`config.mk`:
```
export PLATFORM = sky130hd
export DESIGN_NAME = dsl_led_driver
export DESIGN_NICKNAME = d
export VERILOG_FILES = /design/src/hw/dsl_pkg.sv /design/src/hw/dsl_led_driver.sv /design/src/hw/dsl_timebase.sv
export SDC_FILE = /design/constraint.sdc
export NUM_CORES = 1
export LEC_CHECK = 0
export BUFFER_PORTS_ARGS = -buffer_cell sky130_fd_sc_hd__buf_2
export CAP_MARGIN = 20
export CORE_MARGIN = 3
export CORE_UTILIZATION = 60
export CTS_CLUSTER_DIAMETER = 60
export CTS_CLUSTER_SIZE = 12
export DETAILED_ROUTE_END_ITERATION = 8
export PLACE_DENSITY = 0.8
export SYNTH_ARGS = -nofsm -noshare
export SYNTH_HDL_FRONTEND = slang
export SYNTH_SLANG_ARGS = --single-unit
```
`constraint.sdc`:
```
create_clock -name clk -period 3.2 [get_ports clk]
set_input_delay 0.32 -clock clk [delete_from_list [all_inputs] [get_ports clk]]
set_output_delay 0.32 -clock clk [all_outputs]
set_load 0.02 [all_outputs]
```
`src/hw/dsl_pkg.sv`:
```
package dsl_pkg;

	// Slave state of the fieldbus state machine
	typedef enum logic [1:0]
	{
		SL_INIT,
		SL_PREOP,
		SL_SAFEOP,
		SL_OP
	} dsl_slave_t;

	// Lamp patterns
	typedef enum logic [2:0]
	{
		PAT_OFF,
		PAT_ON,
		PAT_BLINK,
		PAT_FLICKER,
		PAT_SINGLE,
		PAT_DOUBLE
	} dsl_pat_t;

	// Timebase
	localparam int CLK_HZ = 50_000_000;
	localparam int TICK_MS = 50;
	localparam int TICK_CYCLES = (CLK_HZ / 1000) * TICK_MS;

	// Pattern frame in ticks, phase counter width
	localparam int PHASE_W = 5;
	localparam logic [4:0] PHASE_RST = 5'h00;
	localparam logic [4:0] BLINK_HALF = 5'h04;
	localparam logic [4:0] FLASH_ON = 5'h04;
	localparam logic [4:0] DBL_GAP_END = 5'h08;
	localparam logic [4:0] DBL_ON2_END = 5'h0c;
	localparam logic [4:0] FRAME_HALF = 5'h10;

	// Activity stretch in ticks
	localparam logic [2:0] ACT_HOLD_TICKS = 3'h2;
	localparam logic [2:0] ACT_HOLD_RST = 3'h0;

	// Lamp level of a pattern at a given phase
	function automatic logic dsl_pat_level(dsl_pat_t pat, logic [4:0] ph);
		logic lvl;
		lvl = 1'b0;
		unique case (pat)
			PAT_OFF: lvl = 1'b0;
			PAT_ON: lvl = 1'b1;
			PAT_BLINK: lvl = (ph[2:0] < BLINK_HALF[2:0]);
			PAT_FLICKER: lvl = ~ph[0];
			PAT_SINGLE: lvl = (ph < FLASH_ON);
			PAT_DOUBLE: lvl = (ph < FLASH_ON) || (ph >= DBL_GAP_END && ph < DBL_ON2_END);
			default: lvl = 1'b0;
		endcase
		return lvl;
	endfunction : dsl_pat_level

	// Half-period shift that puts the run lamp in antiphase
	function automatic logic [4:0] dsl_anti_phase(dsl_pat_t pat, logic [4:0] ph);
		logic [4:0] r;
		r = ph;
		if (pat == PAT_BLINK)
			r = ph + BLINK_HALF;
		else if (pat == PAT_SINGLE || pat == PAT_DOUBLE)
			r = ph + FRAME_HALF;
		return r;
	endfunction : dsl_anti_phase

endpackage : dsl_pkg

```
`src/hw/dsl_led_driver.sv`:
```
`timescale 1ns/1ps
// What this block does
// - Red program-error lamp lights whenever the drive reports an error.
// - Green ready lamp lights after init completes, goes off on a drive error.
// - Yellow activity lamps show link presence and traffic on both ports.
// - Run lamp patterns run half a pattern period from error lamp patterns.
// - Run lamp off in the init state.
// - Run lamp blinks in the pre-operational state.
// - Run lamp single-flashes in the safe-operational state.
// - Run lamp steadily on in the operational state.
// - Error lamp steadily on after a controller failure.
// - Error lamp double-flashes after a watchdog timeout.
// - Error lamp single-flashes on a local error, error bit set outside init.
// - Error lamp flickers on a booting error, error bit set in init.
// - Error lamp blinks on configuration error, off when no error is flagged.
// - Builds with the CAN interface leave fieldbus lamps and port activity lamps unused.
module dsl_led_driver #(
	parameter int TICK_CYCLES = dsl_pkg::TICK_CYCLES,
	parameter bit CAN_BUILD = 1'b0
) (
	// Clock and reset
	input wire logic clk,
	input wire logic reset,
	// Drive status
	input wire logic drive_init_done,
	input wire logic drive_error,
	// Port status
	input wire logic link_a,
	input wire logic activity_a,
	input wire logic link_b,
	input wire logic activity_b,
	// Fieldbus status
	input wire dsl_pkg::dsl_slave_t slave_state,
	input wire logic al_error_indicator,
	input wire logic ctrl_failure,
	input wire logic watchdog_timeout,
	input wire logic config_error,
	// Lamps
	output logic program_error_lamp,
	output logic drive_ready_lamp,
	output logic port_activity_lamp_a,
	output logic port_activity_lamp_b,
	output logic fieldbus_run_lamp,
	output logic fieldbus_error_lamp
);
	import dsl_pkg::*;

	typedef struct packed {
		logic prog_err;
		logic ready;
		logic act_a;
		logic act_b;
		logic run;
		logic err;
		logic [2:0] hold_a;
		logic [2:0] hold_b;
	} dsl_led_state_t;

	dsl_led_state_t st_ff;
	dsl_led_state_t nxt_st;

	logic tick;
	logic [PHASE_W-1:0] phase;
	dsl_pat_t run_pat;
	dsl_pat_t err_pat;
	logic local_err;
	logic boot_err;

	dsl_timebase #(
		.TICK_CYCLES(TICK_CYCLES)
	) u_timebase (
		.clk(clk),
		.reset(reset),
		.tick(tick),
		.phase(phase)
	);

	// Activity stretch: a new pulse reloads, so set wins over count-down
	function automatic logic [2:0] dsl_hold_next(logic act, logic tk, logic [2:0] h);
		logic [2:0] r;
		r = h;
		if (act)
			r = ACT_HOLD_TICKS;
		else if (tk && h != 3'h0)
			r = h - 3'h1;
		return r;
	endfunction : dsl_hold_next

	// Lit on link, blanked by flicker while traffic is stretched
	function automatic logic dsl_act_lamp(logic link, logic [2:0] h, logic [4:0] ph);
		return link && !(h != 3'h0 && !dsl_pat_level(PAT_FLICKER, ph));
	endfunction : dsl_act_lamp

	// Error bit set outside init means the application left its state
	assign local_err = al_error_indicator && slave_state != SL_INIT;
	assign boot_err = al_error_indicator && slave_state == SL_INIT;

	always_comb
	begin
		unique case (slave_state)
			SL_INIT: run_pat = PAT_OFF;
			SL_PREOP: run_pat = PAT_BLINK;
			SL_SAFEOP: run_pat = PAT_SINGLE;
			SL_OP: run_pat = PAT_ON;
		endcase
	end

	// Most severe class wins
	always_comb
	begin
		if (ctrl_failure)
			err_pat = PAT_ON;
		else if (watchdog_timeout)
			err_pat = PAT_DOUBLE;
		else if (local_err)
			err_pat = PAT_SINGLE;
		else if (config_error)
			err_pat = PAT_BLINK;
		else if (boot_err)
			err_pat = PAT_FLICKER;
		else
			err_pat = PAT_OFF;
	end

	always_comb
	begin
		nxt_st = st_ff;
		nxt_st.prog_err = drive_error;
		nxt_st.ready = drive_init_done && !drive_error;
		nxt_st.hold_a = dsl_hold_next(activity_a, tick, st_ff.hold_a);
		nxt_st.hold_b = dsl_hold_next(activity_b, tick, st_ff.hold_b);
		nxt_st.act_a = dsl_act_lamp(link_a, st_ff.hold_a, phase);
		nxt_st.act_b = dsl_act_lamp(link_b, st_ff.hold_b, phase);
		// Error lamp on the raw phase, run lamp shifted half a period
		nxt_st.err = dsl_pat_level(err_pat, phase);
		nxt_st.run = dsl_pat_level(run_pat, dsl_anti_phase(run_pat, phase));
		// Unfitted lamps held dark; cheaper than removing the ports per build
		if (CAN_BUILD)
		begin
			nxt_st.act_a = 1'b0;
			nxt_st.act_b = 1'b0;
			nxt_st.run = 1'b0;
			nxt_st.err = 1'b0;
		end
	end

	always_ff @(posedge clk)
	begin
		if (reset)
		begin
			st_ff.prog_err <= 1'b0;
			st_ff.ready <= 1'b0;
			st_ff.act_a <= 1'b0;
			st_ff.act_b <= 1'b0;
			st_ff.run <= 1'b0;
			st_ff.err <= 1'b0;
			st_ff.hold_a <= ACT_HOLD_RST;
			st_ff.hold_b <= ACT_HOLD_RST;
		end
		else
			st_ff <= nxt_st;
	end

	assign program_error_lamp = st_ff.prog_err;
	assign drive_ready_lamp = st_ff.ready;
	assign port_activity_lamp_a = st_ff.act_a;
	assign port_activity_lamp_b = st_ff.act_b;
	assign fieldbus_run_lamp = st_ff.run;
	assign fieldbus_error_lamp = st_ff.err;

	a_prog_err_on: assert property (@(posedge clk) disable iff (reset)
		drive_error |=> program_error_lamp)
		else $error("program error lamp not lit on drive error");

	a_ready_err_off: assert property (@(posedge clk) disable iff (reset)
		drive_error |=> !drive_ready_lamp && program_error_lamp)
		else $error("ready lamp lit during drive error");

	a_ready_on: assert property (@(posedge clk) disable iff (reset)
		drive_init_done && !drive_error |=> drive_ready_lamp)
		else $error("ready lamp dark after init");

	a_act_no_link: assert property (@(posedge clk) disable iff (reset)
		!link_a |=> !port_activity_lamp_a)
		else $error("activity lamp lit without link");

	a_act_traffic: assert property (@(posedge clk) disable iff (reset)
		!CAN_BUILD && activity_a && link_a ##1 link_a && phase[0] |=> !port_activity_lamp_a)
		else $error("traffic not shown on activity lamp");

	a_run_init_off: assert property (@(posedge clk) disable iff (reset)
		slave_state == SL_INIT |=> !fieldbus_run_lamp)
		else $error("run lamp lit in init");

	a_run_preop: assert property (@(posedge clk) disable iff (reset)
		!CAN_BUILD && slave_state == SL_PREOP && phase[2:0] == 3'h4 |=> fieldbus_run_lamp)
		else $error("run lamp blink not in antiphase");

	a_run_safeop: assert property (@(posedge clk) disable iff (reset)
		!CAN_BUILD && slave_state == SL_SAFEOP |=>
		fieldbus_run_lamp == ($past(phase) >= 5'h10 && $past(phase) < 5'h14))
		else $error("run lamp single flash wrong");

	a_run_op_on: assert property (@(posedge clk) disable iff (reset)
		!CAN_BUILD && slave_state == SL_OP |=> fieldbus_run_lamp)
		else $error("run lamp dark in operational");

	a_antiphase: assert property (@(posedge clk) disable iff (reset)
		slave_state == SL_SAFEOP && local_err && !ctrl_failure && !watchdog_timeout
		|=> !(fieldbus_run_lamp && fieldbus_error_lamp))
		else $error("run and error flashes overlap");

	a_err_ctrl_on: assert property (@(posedge clk) disable iff (reset)
		!CAN_BUILD && ctrl_failure |=> fieldbus_error_lamp)
		else $error("error lamp dark on controller failure");

	a_err_double: assert property (@(posedge clk) disable iff (reset)
		!CAN_BUILD && !ctrl_failure && watchdog_timeout |=>
		fieldbus_error_lamp == ($past(phase) < 5'h04 ||
		($past(phase) >= 5'h08 && $past(phase) < 5'h0c)))
		else $error("watchdog double flash wrong");

	a_err_local: assert property (@(posedge clk) disable iff (reset)
		!CAN_BUILD && !ctrl_failure && !watchdog_timeout && local_err |=>
		fieldbus_error_lamp == ($past(phase) < 5'h04))
		else $error("local error single flash wrong");

	a_err_config: assert property (@(posedge clk) disable iff (reset)
		!CAN_BUILD && !ctrl_failure && !watchdog_timeout && !local_err && config_error
		|=> fieldbus_error_lamp == !$past(phase[2]))
		else $error("configuration blink wrong or outranked");

	a_err_boot: assert property (@(posedge clk) disable iff (reset)
		!CAN_BUILD && boot_err && !ctrl_failure && !watchdog_timeout && !config_error
		|=> fieldbus_error_lamp == !$past(phase[0]))
		else $error("booting error flicker wrong");

	a_err_none_off: assert property (@(posedge clk) disable iff (reset)
		!ctrl_failure && !watchdog_timeout && !al_error_indicator && !config_error
		|=> !fieldbus_error_lamp)
		else $error("error lamp lit without error");

	a_can_dark: assert property (@(posedge clk) disable iff (reset)
		CAN_BUILD |-> !fieldbus_run_lamp && !fieldbus_error_lamp &&
		!port_activity_lamp_a && !port_activity_lamp_b)
		else $error("fieldbus lamp lit on CAN build");

endmodule : dsl_led_driver

```
`src/hw/dsl_timebase.sv`:
```
`timescale 1ns/1ps
module dsl_timebase #(
	parameter int TICK_CYCLES = dsl_pkg::TICK_CYCLES
) (
	// Clock and reset
	input wire logic clk,
	input wire logic reset,
	// Timebase
	output logic tick,
	output logic [dsl_pkg::PHASE_W-1:0] phase
);
	import dsl_pkg::*;

	localparam int CW = $clog2(TICK_CYCLES);

	if (TICK_CYCLES < 2)
	begin : g_chk
		$error("TICK_CYCLES must be at least 2");
	end

	typedef struct packed {
		logic [CW-1:0] cnt;
		logic tick;
		logic [PHASE_W-1:0] phase;
	} dsl_tb_state_t;

	dsl_tb_state_t st_ff;
	dsl_tb_state_t nxt_st;

	// Free running, never stopped, so all lamps share one phase
	always_comb
	begin
		nxt_st = st_ff;
		nxt_st.tick = 1'b0;
		if (st_ff.cnt == CW'(TICK_CYCLES - 1))
		begin
			nxt_st.cnt = '0;
			nxt_st.tick = 1'b1;
			nxt_st.phase = st_ff.phase + 5'h01;
		end
		else
			nxt_st.cnt = st_ff.cnt + CW'(1);
	end

	always_ff @(posedge clk)
	begin
		if (reset)
		begin
			st_ff.cnt <= '0;
			st_ff.tick <= 1'b0;
			st_ff.phase <= PHASE_RST;
		end
		else
			st_ff <= nxt_st;
	end

	assign tick = st_ff.tick;
	assign phase = st_ff.phase;

	a_tick_single: assert property (@(posedge clk) disable iff (reset)
		tick |=> !tick)
		else $error("tick lasted more than one cycle");

	a_phase_step: assert property (@(posedge clk) disable iff (reset)
		tick |-> phase == $past(phase) + 5'h01)
		else $error("phase did not advance with tick");

endmodule : dsl_timebase

```
==> results of run 1 <==
-- worst max-delay path, cell delays in order, from the launching register on --
cell	delay (ns)
dfxtp_1	0.38
ha_1	0.24
nand4_1	0.16
or4_4	0.59
or4_1	0.54
a21oi_1	0.15
-- cell usage in the layout (no fill, tap or decap), types with 2 or more instances in the layout --
master,count
or3_1,6
nand4_1,2
nor3_1,6
or4_1,8
buf_2,19
nor3b_1,3
o21ai_0,8
ha_1,8
nor2_1,25
nor2b_1,6
nand2_1,10
a21o_1,2
dfxtp_1,40
a2111oi_0,2
nand3_1,9
xor2_1,2
inv_1,16
clkinvlp_4,2
clkbuf_4,5
nor4_1,4
o31ai_1,8
a21oi_1,15
xnor2_1,13
-- power groups by stage --
| stage | logic (mW) | registers (mW) | clock network, mW |
|---|---|---|---|
| after detailed placement | 0.0500 | 0.522 | 0 |
| after CTS | 0.0502 | 0.511 | 0.283 |
| final | 0.0496 | 0.511 | 0.278 |
| after floorplan | 0.0256 | 0.527 | 0 |
| after global routing | 0.0558 | 0.512 | 0.306 |
| after global placement | 0.0464 | 0.522 | 0 |
-- layer usage --
metal | vias up | wire length (µm) | global-route usage | share of wire
li1 | 780 | - | - | -
met1 | 693 | 1540 | 0.2303 | 0.44
met2 | 36 | 1687 | 0.3716 | 0.48
met3 | 7 | 203 | 0.07128 | 0.058
met4 | 0 | 60 | 0.07879 | 0.017
met5 | - | 0 | 0 | 0
-- through the flow --
stage          instances  hold WS [ns]    util  total power [mW]
2_1_floorplan        213        0.3961       -            0.5523
3_3_place_gp         255        0.4290  0.6803            0.5681
3_5_place_dp         255        0.4417  0.6803            0.5722
4_1_cts              263        0.1161  0.7035            0.8445
5_1_grt              263        0.1173  0.7035            0.8745
6_report             263        0.1187  0.7035            0.8386
-- path summary, 6_finish.rpt --
path / start / endpoint / depth (start not counted)
max: u_timebase.st_ff[6]$_SDFF_PP0_ / u_timebase.phase[4]$_SDFFE_PP0P_ / 5
min: drive_error / drive_ready_lamp$_SDFF_PP0_ / 2
max reg2reg: u_timebase.st_ff[6]$_SDFF_PP0_ / u_timebase.phase[4]$_SDFFE_PP0P_ / 5
min reg2reg: u_timebase.st_ff[6]$_SDFF_PP0_ / u_timebase.st_ff[6]$_SDFF_PP0_ / 1
-- logic make-up (layout without fill, tap and decap cells) --
family / count (synthesis) / after routing / synth area share
flops: 40 / 40 / 0.4345
xor+xnor: 15 / 15 / 0.07129
simple gates: 88 / 88 / 0.2634
buf+inv: 25 / 44 / 0.05635
fa+ha+maj: 8 / 8 / 0.05431
compound gates: 37 / 37 / 0.1202
-- sequential cells by signal, summed over array words and instances (netlist names) --
register	cells
program_error_lamp	1
st_ff	6
port_activity_lamp_a	1
u_timebase.tick	1
u_timebase.st_ff	22
u_timebase.phase	5
fieldbus_run_lamp	1
port_activity_lamp_b	1
fieldbus_error_lamp	1
drive_ready_lamp	1
-- cell type report --
type / instances / area, µm² / area share
multi-input combinational: 148 / 938.4 / 0.4676
inverter: 16 / 60.06 / 0.02993
timing repair buffer: 20 / 102.6 / 0.05112
clock buffer: 6 / 51.30 / 0.02556
clock inverter: 2 / 15.01 / 0.007481
sequential: 40 / 800.8 / 0.3990
tap: 31 / 38.79 / 0.01933
==> results.sh, run 1 <==
export IMPL_power_frac_clock=0.332
export IMPL_area_growth_pct=8.893
export IMPL_cp_required_ns=3.50
export IMPL_fmax_mhz=472.5
export IMPL_grt_pass1_vias=1393
export IMPL_cts_tree="yes"
export IMPL_fin_setup_tns_ns=0
export IMPL_finalCritPeriodShare=0.6613
export IMPL_nFillCells=253
export IMPL_syn_inst=213
export IMPL_p_leak_nw=0.6995
export IMPL_async_reset_ff_frac=0
export IMPL_drv_cap=0
export IMPL_antenna_cells=0
export IMPL_die_h_um=61.42
export IMPL_power_density_nw_per_um2=417.9
export IMPL_fin_skew_ns=0.007414
export IMPL_gp_congestion=0.7730
export IMPL_start_kind="flop"
export IMPL_drc=0
export IMPL_syn_nets=235
export IMPL_switching_power_uw=204.7
export IMPL_track_usage=0.2093
export IMPL_worst_path_max_fanout=12
export IMPL_end_kind="flop"
export IMPL_via_per_inst=5.764
export IMPL_antenna_found_initial=0
export IMPL_finalSetupViolCount=0
export IMPL_final_nets=253
export IMPL_synthTopCellsByArea="dfxtp_1 43%, xnor2_1 6.2%, ha_1 5.4%, nor2_1 5.1%, a21oi_1 4.1%"
export IMPL_ctsResizeCount=0
export IMPL_cts_hold_buffers=0
export IMPL_cellInternalPower_uw=634.0
export IMPL_ios=20
export IMPL_netlist_area_leader_share=0.4345
export IMPL_drive_gt1_frac=0.1422
export IMPL_synth_area_leader_cell="dfxtp_1"
export IMPL_period_minus_slack_ns=2.116
export IMPL_ant_nets=0
export IMPL_power_frac_seq=0.609
export IMPL_vdd_ir_drop_max_mv=0.3497
export IMPL_portBuffers=19
export IMPL_cts_setup_buffers=0
export IMPL_die_w_um=61.42
export IMPL_wirelength_mm=3.492
export IMPL_syn_area_um2=1843
export IMPL_routedWlPerCell_um=13.28
export IMPL_core_um2=2853
export IMPL_crit_arrival_ns=2.42
export IMPL_path_class="reg -> reg"
export IMPL_tightest_slew_ns=0.3819
export IMPL_ys_seq_elements=40
export IMPL_start_util=0.6461
export IMPL_worst_slack_ns=1.084
export IMPL_grt_pass1_wl_mm=5.830
export IMPL_status="finished clean"
export IMPL_dpl_hpwl_mm=2.442
export IMPL_fin_area_um2=2007
export IMPL_fp_dieArea_um2=3772
export IMPL_root_buffer="clkbuf_4"
export IMPL_rsz0062_at_grt="false"
export IMPL_overflow=0
export IMPL_dpl_worst_slack_ns=1.125
export IMPL_via_count=1516
export IMPL_yosys_top_cells_count="40 x dfxtp_1, 25 x nor2_1, 16 x inv_1, 15 x a21oi_1, 13 x xnor2_1"
export IMPL_pwr_share_comb=0.059
export IMPL_finalMaxSlewViolations=0
export IMPL_hold_path_class="in -> reg"
export IMPL_rrSetupSlack_ns=1.08
export IMPL_yosys_cell_count_top_type="dfxtp_1"
export IMPL_drtPass1Iterations=4
export IMPL_ys_flop_type="dfxtp_1"
export IMPL_drt_iter0_drc=91
export IMPL_synth_edf_count=0
export IMPL_clock_sinks=40
export IMPL_seq_area_frac_synth=0.4345
export IMPL_synth_cell_types=34
export IMPL_num_rows=19
export IMPL_yosys_warnings=0
export IMPL_hold_viol=0
export IMPL_clock_path_buffers=2
export IMPL_syn_area_per_cell_um2=8.653
export IMPL_placed_area_um2=1941
export IMPL_h_tree_depth=2
export IMPL_path_clk_slew_ns=0.12
export IMPL_cts_buffers=5
export IMPL_insertion_delay_ns=0.36
export IMPL_netSwitchingFraction=0.2440
export IMPL_slew_headroom=0.7418
export IMPL_grt_max_degree=23
Power figures use the tool's default switching activity.
==> inputs of run 2 (changes only) <==
--- a/config.mk
+++ b/config.mk
@@ -5,14 +5,15 @@
 export SDC_FILE = /design/constraint.sdc
 export NUM_CORES = 1
 export LEC_CHECK = 0
+export ABC_AREA = 1
 export BUFFER_PORTS_ARGS = -buffer_cell sky130_fd_sc_hd__buf_2
 export CAP_MARGIN = 20
 export CORE_MARGIN = 3
-export CORE_UTILIZATION = 60
+export CORE_UTILIZATION = 58
 export CTS_CLUSTER_DIAMETER = 60
 export CTS_CLUSTER_SIZE = 12
 export DETAILED_ROUTE_END_ITERATION = 8
-export PLACE_DENSITY = 0.8
+export PLACE_DENSITY = 0.77
 export SYNTH_ARGS = -nofsm -noshare
 export SYNTH_HDL_FRONTEND = slang
 export SYNTH_SLANG_ARGS = --single-unit
==> constraint.sdc (replaced) <==
create_clock -name clk -period 2.1 [get_ports clk]
set_input_delay 0.21 -clock clk [delete_from_list [all_inputs] [get_ports clk]]
set_output_delay 0.21 -clock clk [all_outputs]
set_load 0.02 [all_outputs]
==> results.sh, run 2 <==
export IMPL_status="finished clean"
export IMPL_timing_rr_start="u_timebase.st_ff[6]$_SDFF_PP0_"
export IMPL_num_rows=21
export IMPL_cp_required_ns=2.34
export IMPL_fp_dieArea_um2=4406
export IMPL_async_reset_ff_frac=0
export IMPL_hold_viol=0
export IMPL_yosys_warnings=0
export IMPL_mostFrequentLayoutCells="76 x nand2_1, 58 x nor2_1, 40 x dfxtp_1"
export IMPL_largest_register="u_timebase.st_ff"
export IMPL_netlist_area_leader_share=0.3787
export IMPL_syn_inst=307
export IMPL_finalMaxSlewViolations=0
export IMPL_syn_area_per_cell_um2=6.888
export IMPL_worst_slack_ns=0.5425
export IMPL_start_util=0.6190
export IMPL_ctsResizeCount=0
export IMPL_critical_path_slowest_cell="dfxtp_1"
export IMPL_yosys_top_cells_count="76 x nand2_1, 58 x nor2_1, 40 x dfxtp_1, 35 x inv_1, 21 x a21oi_1"
export IMPL_tightest_slew_ns=0.3151
export IMPL_reg2regPathDepth=6
export IMPL_rr_endpoint="u_timebase.st_ff[15]$_SDFF_PP0_"
export IMPL_die_w_um=66.38
export IMPL_drive_gt1_frac=0.1273
export IMPL_end_kind="flop"
export IMPL_fin_area_um2=2291
export IMPL_core_um2=3416
export IMPL_gp_congestion=0.9322
export IMPL_drv_cap=0
export IMPL_synth_edf_count=0
export IMPL_dpl_hpwl_mm=3.185
export IMPL_overflow=0
export IMPL_ys_seq_elements=40
export IMPL_drtPass1Iterations=4
export IMPL_finalSetupViolCount=0
export IMPL_placed_cells=369
export IMPL_ant_nets=0
export IMPL_crit_arrival_ns=1.80
export IMPL_cts_tree="yes"
export IMPL_reg_top3="u_timebase.st_ff (22), st_ff (6), u_timebase.phase (5)"
export IMPL_cp_top_family="simple AND/OR/NAND/NOR gates"
export IMPL_power_density_nw_per_um2=536.0
export IMPL_final_common_cell="nand2_1"
export IMPL_period_minus_slack_ns=1.558
export IMPL_path_clk_slew_ns=0.12
export IMPL_routedWlPerCell_um=11.08
export IMPL_cts_setup_buffers=0
export IMPL_cts_buffers=5
export IMPL_root_buffer="clkbuf_4"
export IMPL_grt_max_degree=22
export IMPL_dpl_worst_slack_ns=0.5380
export IMPL_via_count=1942
export IMPL_antenna_found_initial=0
export IMPL_fin_cells=376
export IMPL_syn_area_um2=2115
export IMPL_wirelength_mm=4.165
export IMPL_drc=0
export IMPL_ys_flop_type="dfxtp_1"
export IMPL_largest_reg_flops=22
export IMPL_clock_sinks=40
export IMPL_area_growth_pct=8.343
export IMPL_yosys_cell_count_top_type="nand2_1"
export IMPL_p_leak_nw=0.8241
export IMPL_vdd_ir_drop_max_mv=0.4536
export IMPL_slew_headroom=0.7891
export IMPL_hp_start="drive_error"
export IMPL_antenna_cells=0
export IMPL_die_h_um=66.38
export IMPL_synthTopCellsByArea="dfxtp_1 38%, nand2_1 13%, nor2_1 10%, inv_1 6.2%, a21oi_1 5.0%"
export IMPL_fin_skew_ns=0.007049
export IMPL_fin_setup_tns_ns=0
export IMPL_path_cells="ha_1 > nand3_2 > nor2_2 > nand3_4 > nand2_4 > nor3_1"
export IMPL_h_tree_depth=2
export IMPL_synth_cell_types=29
export IMPL_ios=20
export IMPL_rsz0062_at_grt="false"
export IMPL_cts_hold_buffers=0
export IMPL_post_route_util=0.6707
export IMPL_whs_endpoint="program_error_lamp$_SDFF_PP0_"
export IMPL_grt_pass1_vias=1661
export IMPL_seq_area_frac_synth=0.3787
export IMPL_nFillCells=323
export IMPL_syn_nets=329
export IMPL_grt_pass1_wl_mm=7.134
export IMPL_hold_path_class="in -> reg"
export IMPL_rrSetupSlack_ns=0.54
export IMPL_synth_area_leader_cell="dfxtp_1"
export IMPL_portBuffers=19
export IMPL_fmax_mhz=642.0
export IMPL_whs_path_depth=3
export IMPL_placed_area_um2=2241
export IMPL_track_usage=0.2093
export IMPL_slowest_delay_ns=0.38
export IMPL_insertion_delay_ns=0.35
export IMPL_drt_iter0_drc=125
export IMPL_clock_path_buffers=2
export IMPL_via_per_inst=5.165
export IMPL_path_class="reg -> reg"
export IMPL_path_buf_inv=0
export IMPL_start_kind="flop"
export IMPL_worst_path_max_fanout=21
export IMPL_hold_slack_ns=0.06173
export IMPL_power_mw=1.228
export IMPL_finalCritPeriodShare=0.7417
export IMPL_final_nets=352
-- run 2: changes by cell type after synthesis, sizes merged, moves of 4 or more --
cell    before  now
nand2       10   77
nor2        25   66
inv         16   36
nand3        9   20
xnor2       13    2
or4          9    0
or3          7    0
a21oi       15   21
nor2b        6    0
clkbuf       6    1
o31ai        8    3
xor2         2    6
-- run 2: worst max-delay path by stage --
stage                     cells after the start                         endpoint                      startpoint
after detailed placement                      6  u_timebase.st_ff[22]$_SDFF_PP0_  u_timebase.st_ff[6]$_SDFF_PP0_
after global placement                        6  u_timebase.st_ff[21]$_SDFF_PP0_  u_timebase.st_ff[6]$_SDFF_PP0_
final                                         6  u_timebase.st_ff[15]$_SDFF_PP0_  u_timebase.st_ff[6]$_SDFF_PP0_
after floorplan                               7  u_timebase.st_ff[18]$_SDFF_PP0_  u_timebase.st_ff[6]$_SDFF_PP0_
after global routing                          6  u_timebase.st_ff[15]$_SDFF_PP0_  u_timebase.st_ff[6]$_SDFF_PP0_
after CTS                                     6   u_timebase.st_ff[8]$_SDFF_PP0_  u_timebase.st_ff[6]$_SDFF_PP0_
-- run 2: layer usage --
| layer | vias up | track usage | share of wire |
|---|---|---|---|
| li1 | 1022 | - | - |
| met1 | 865 | 0.2896 | 0.49 |
| met2 | 46 | 0.2949 | 0.43 |
| met3 | 9 | 0.07313 | 0.065 |
| met4 | 0 | 0.07868 | 0.016 |
| met5 | - | 0 | 0 |
-- run 2: worst register-to-register path, stage by stage, from the launching register on --
cell and delay (ns):
dfxtp_1 0.38, ha_1 0.25, nand3_2 0.17, nor2_2 0.20, nand3_4 0.14, nand2_4 0.24, nor3_1 0.08
-- run 2: cell families after synthesis --
logic type | share of synthesized area
simple gates | 0.3781
flops | 0.3787
buf+inv | 0.07633
compound gates | 0.08638
xor+xnor | 0.03314
fa+ha+maj | 0.04734
-- run 2: power breakdown --
group	switching [mW]	leakage, nW	total (mW)	internal [mW]
Sequential	0.00594	0.325	0.778	0.772
Combinational	0.0464	0.472	0.0769	0.0305
Clock	0.251	0.0271	0.373	0.122
Total	0.303	0.824	1.23	0.924
-- run 2: final cells by class --
cell class              count  area [µm²]  share of cell area
inverters                  36       135.1             0.05898
flip-flops and latches     40       800.8              0.3495
multi-input cells         228        1152              0.5030
well taps                  46       57.56             0.02512
repair buffers             19       95.09             0.04151
clock buffers               5       37.54             0.01638
clock inverters             2       12.51            0.005461
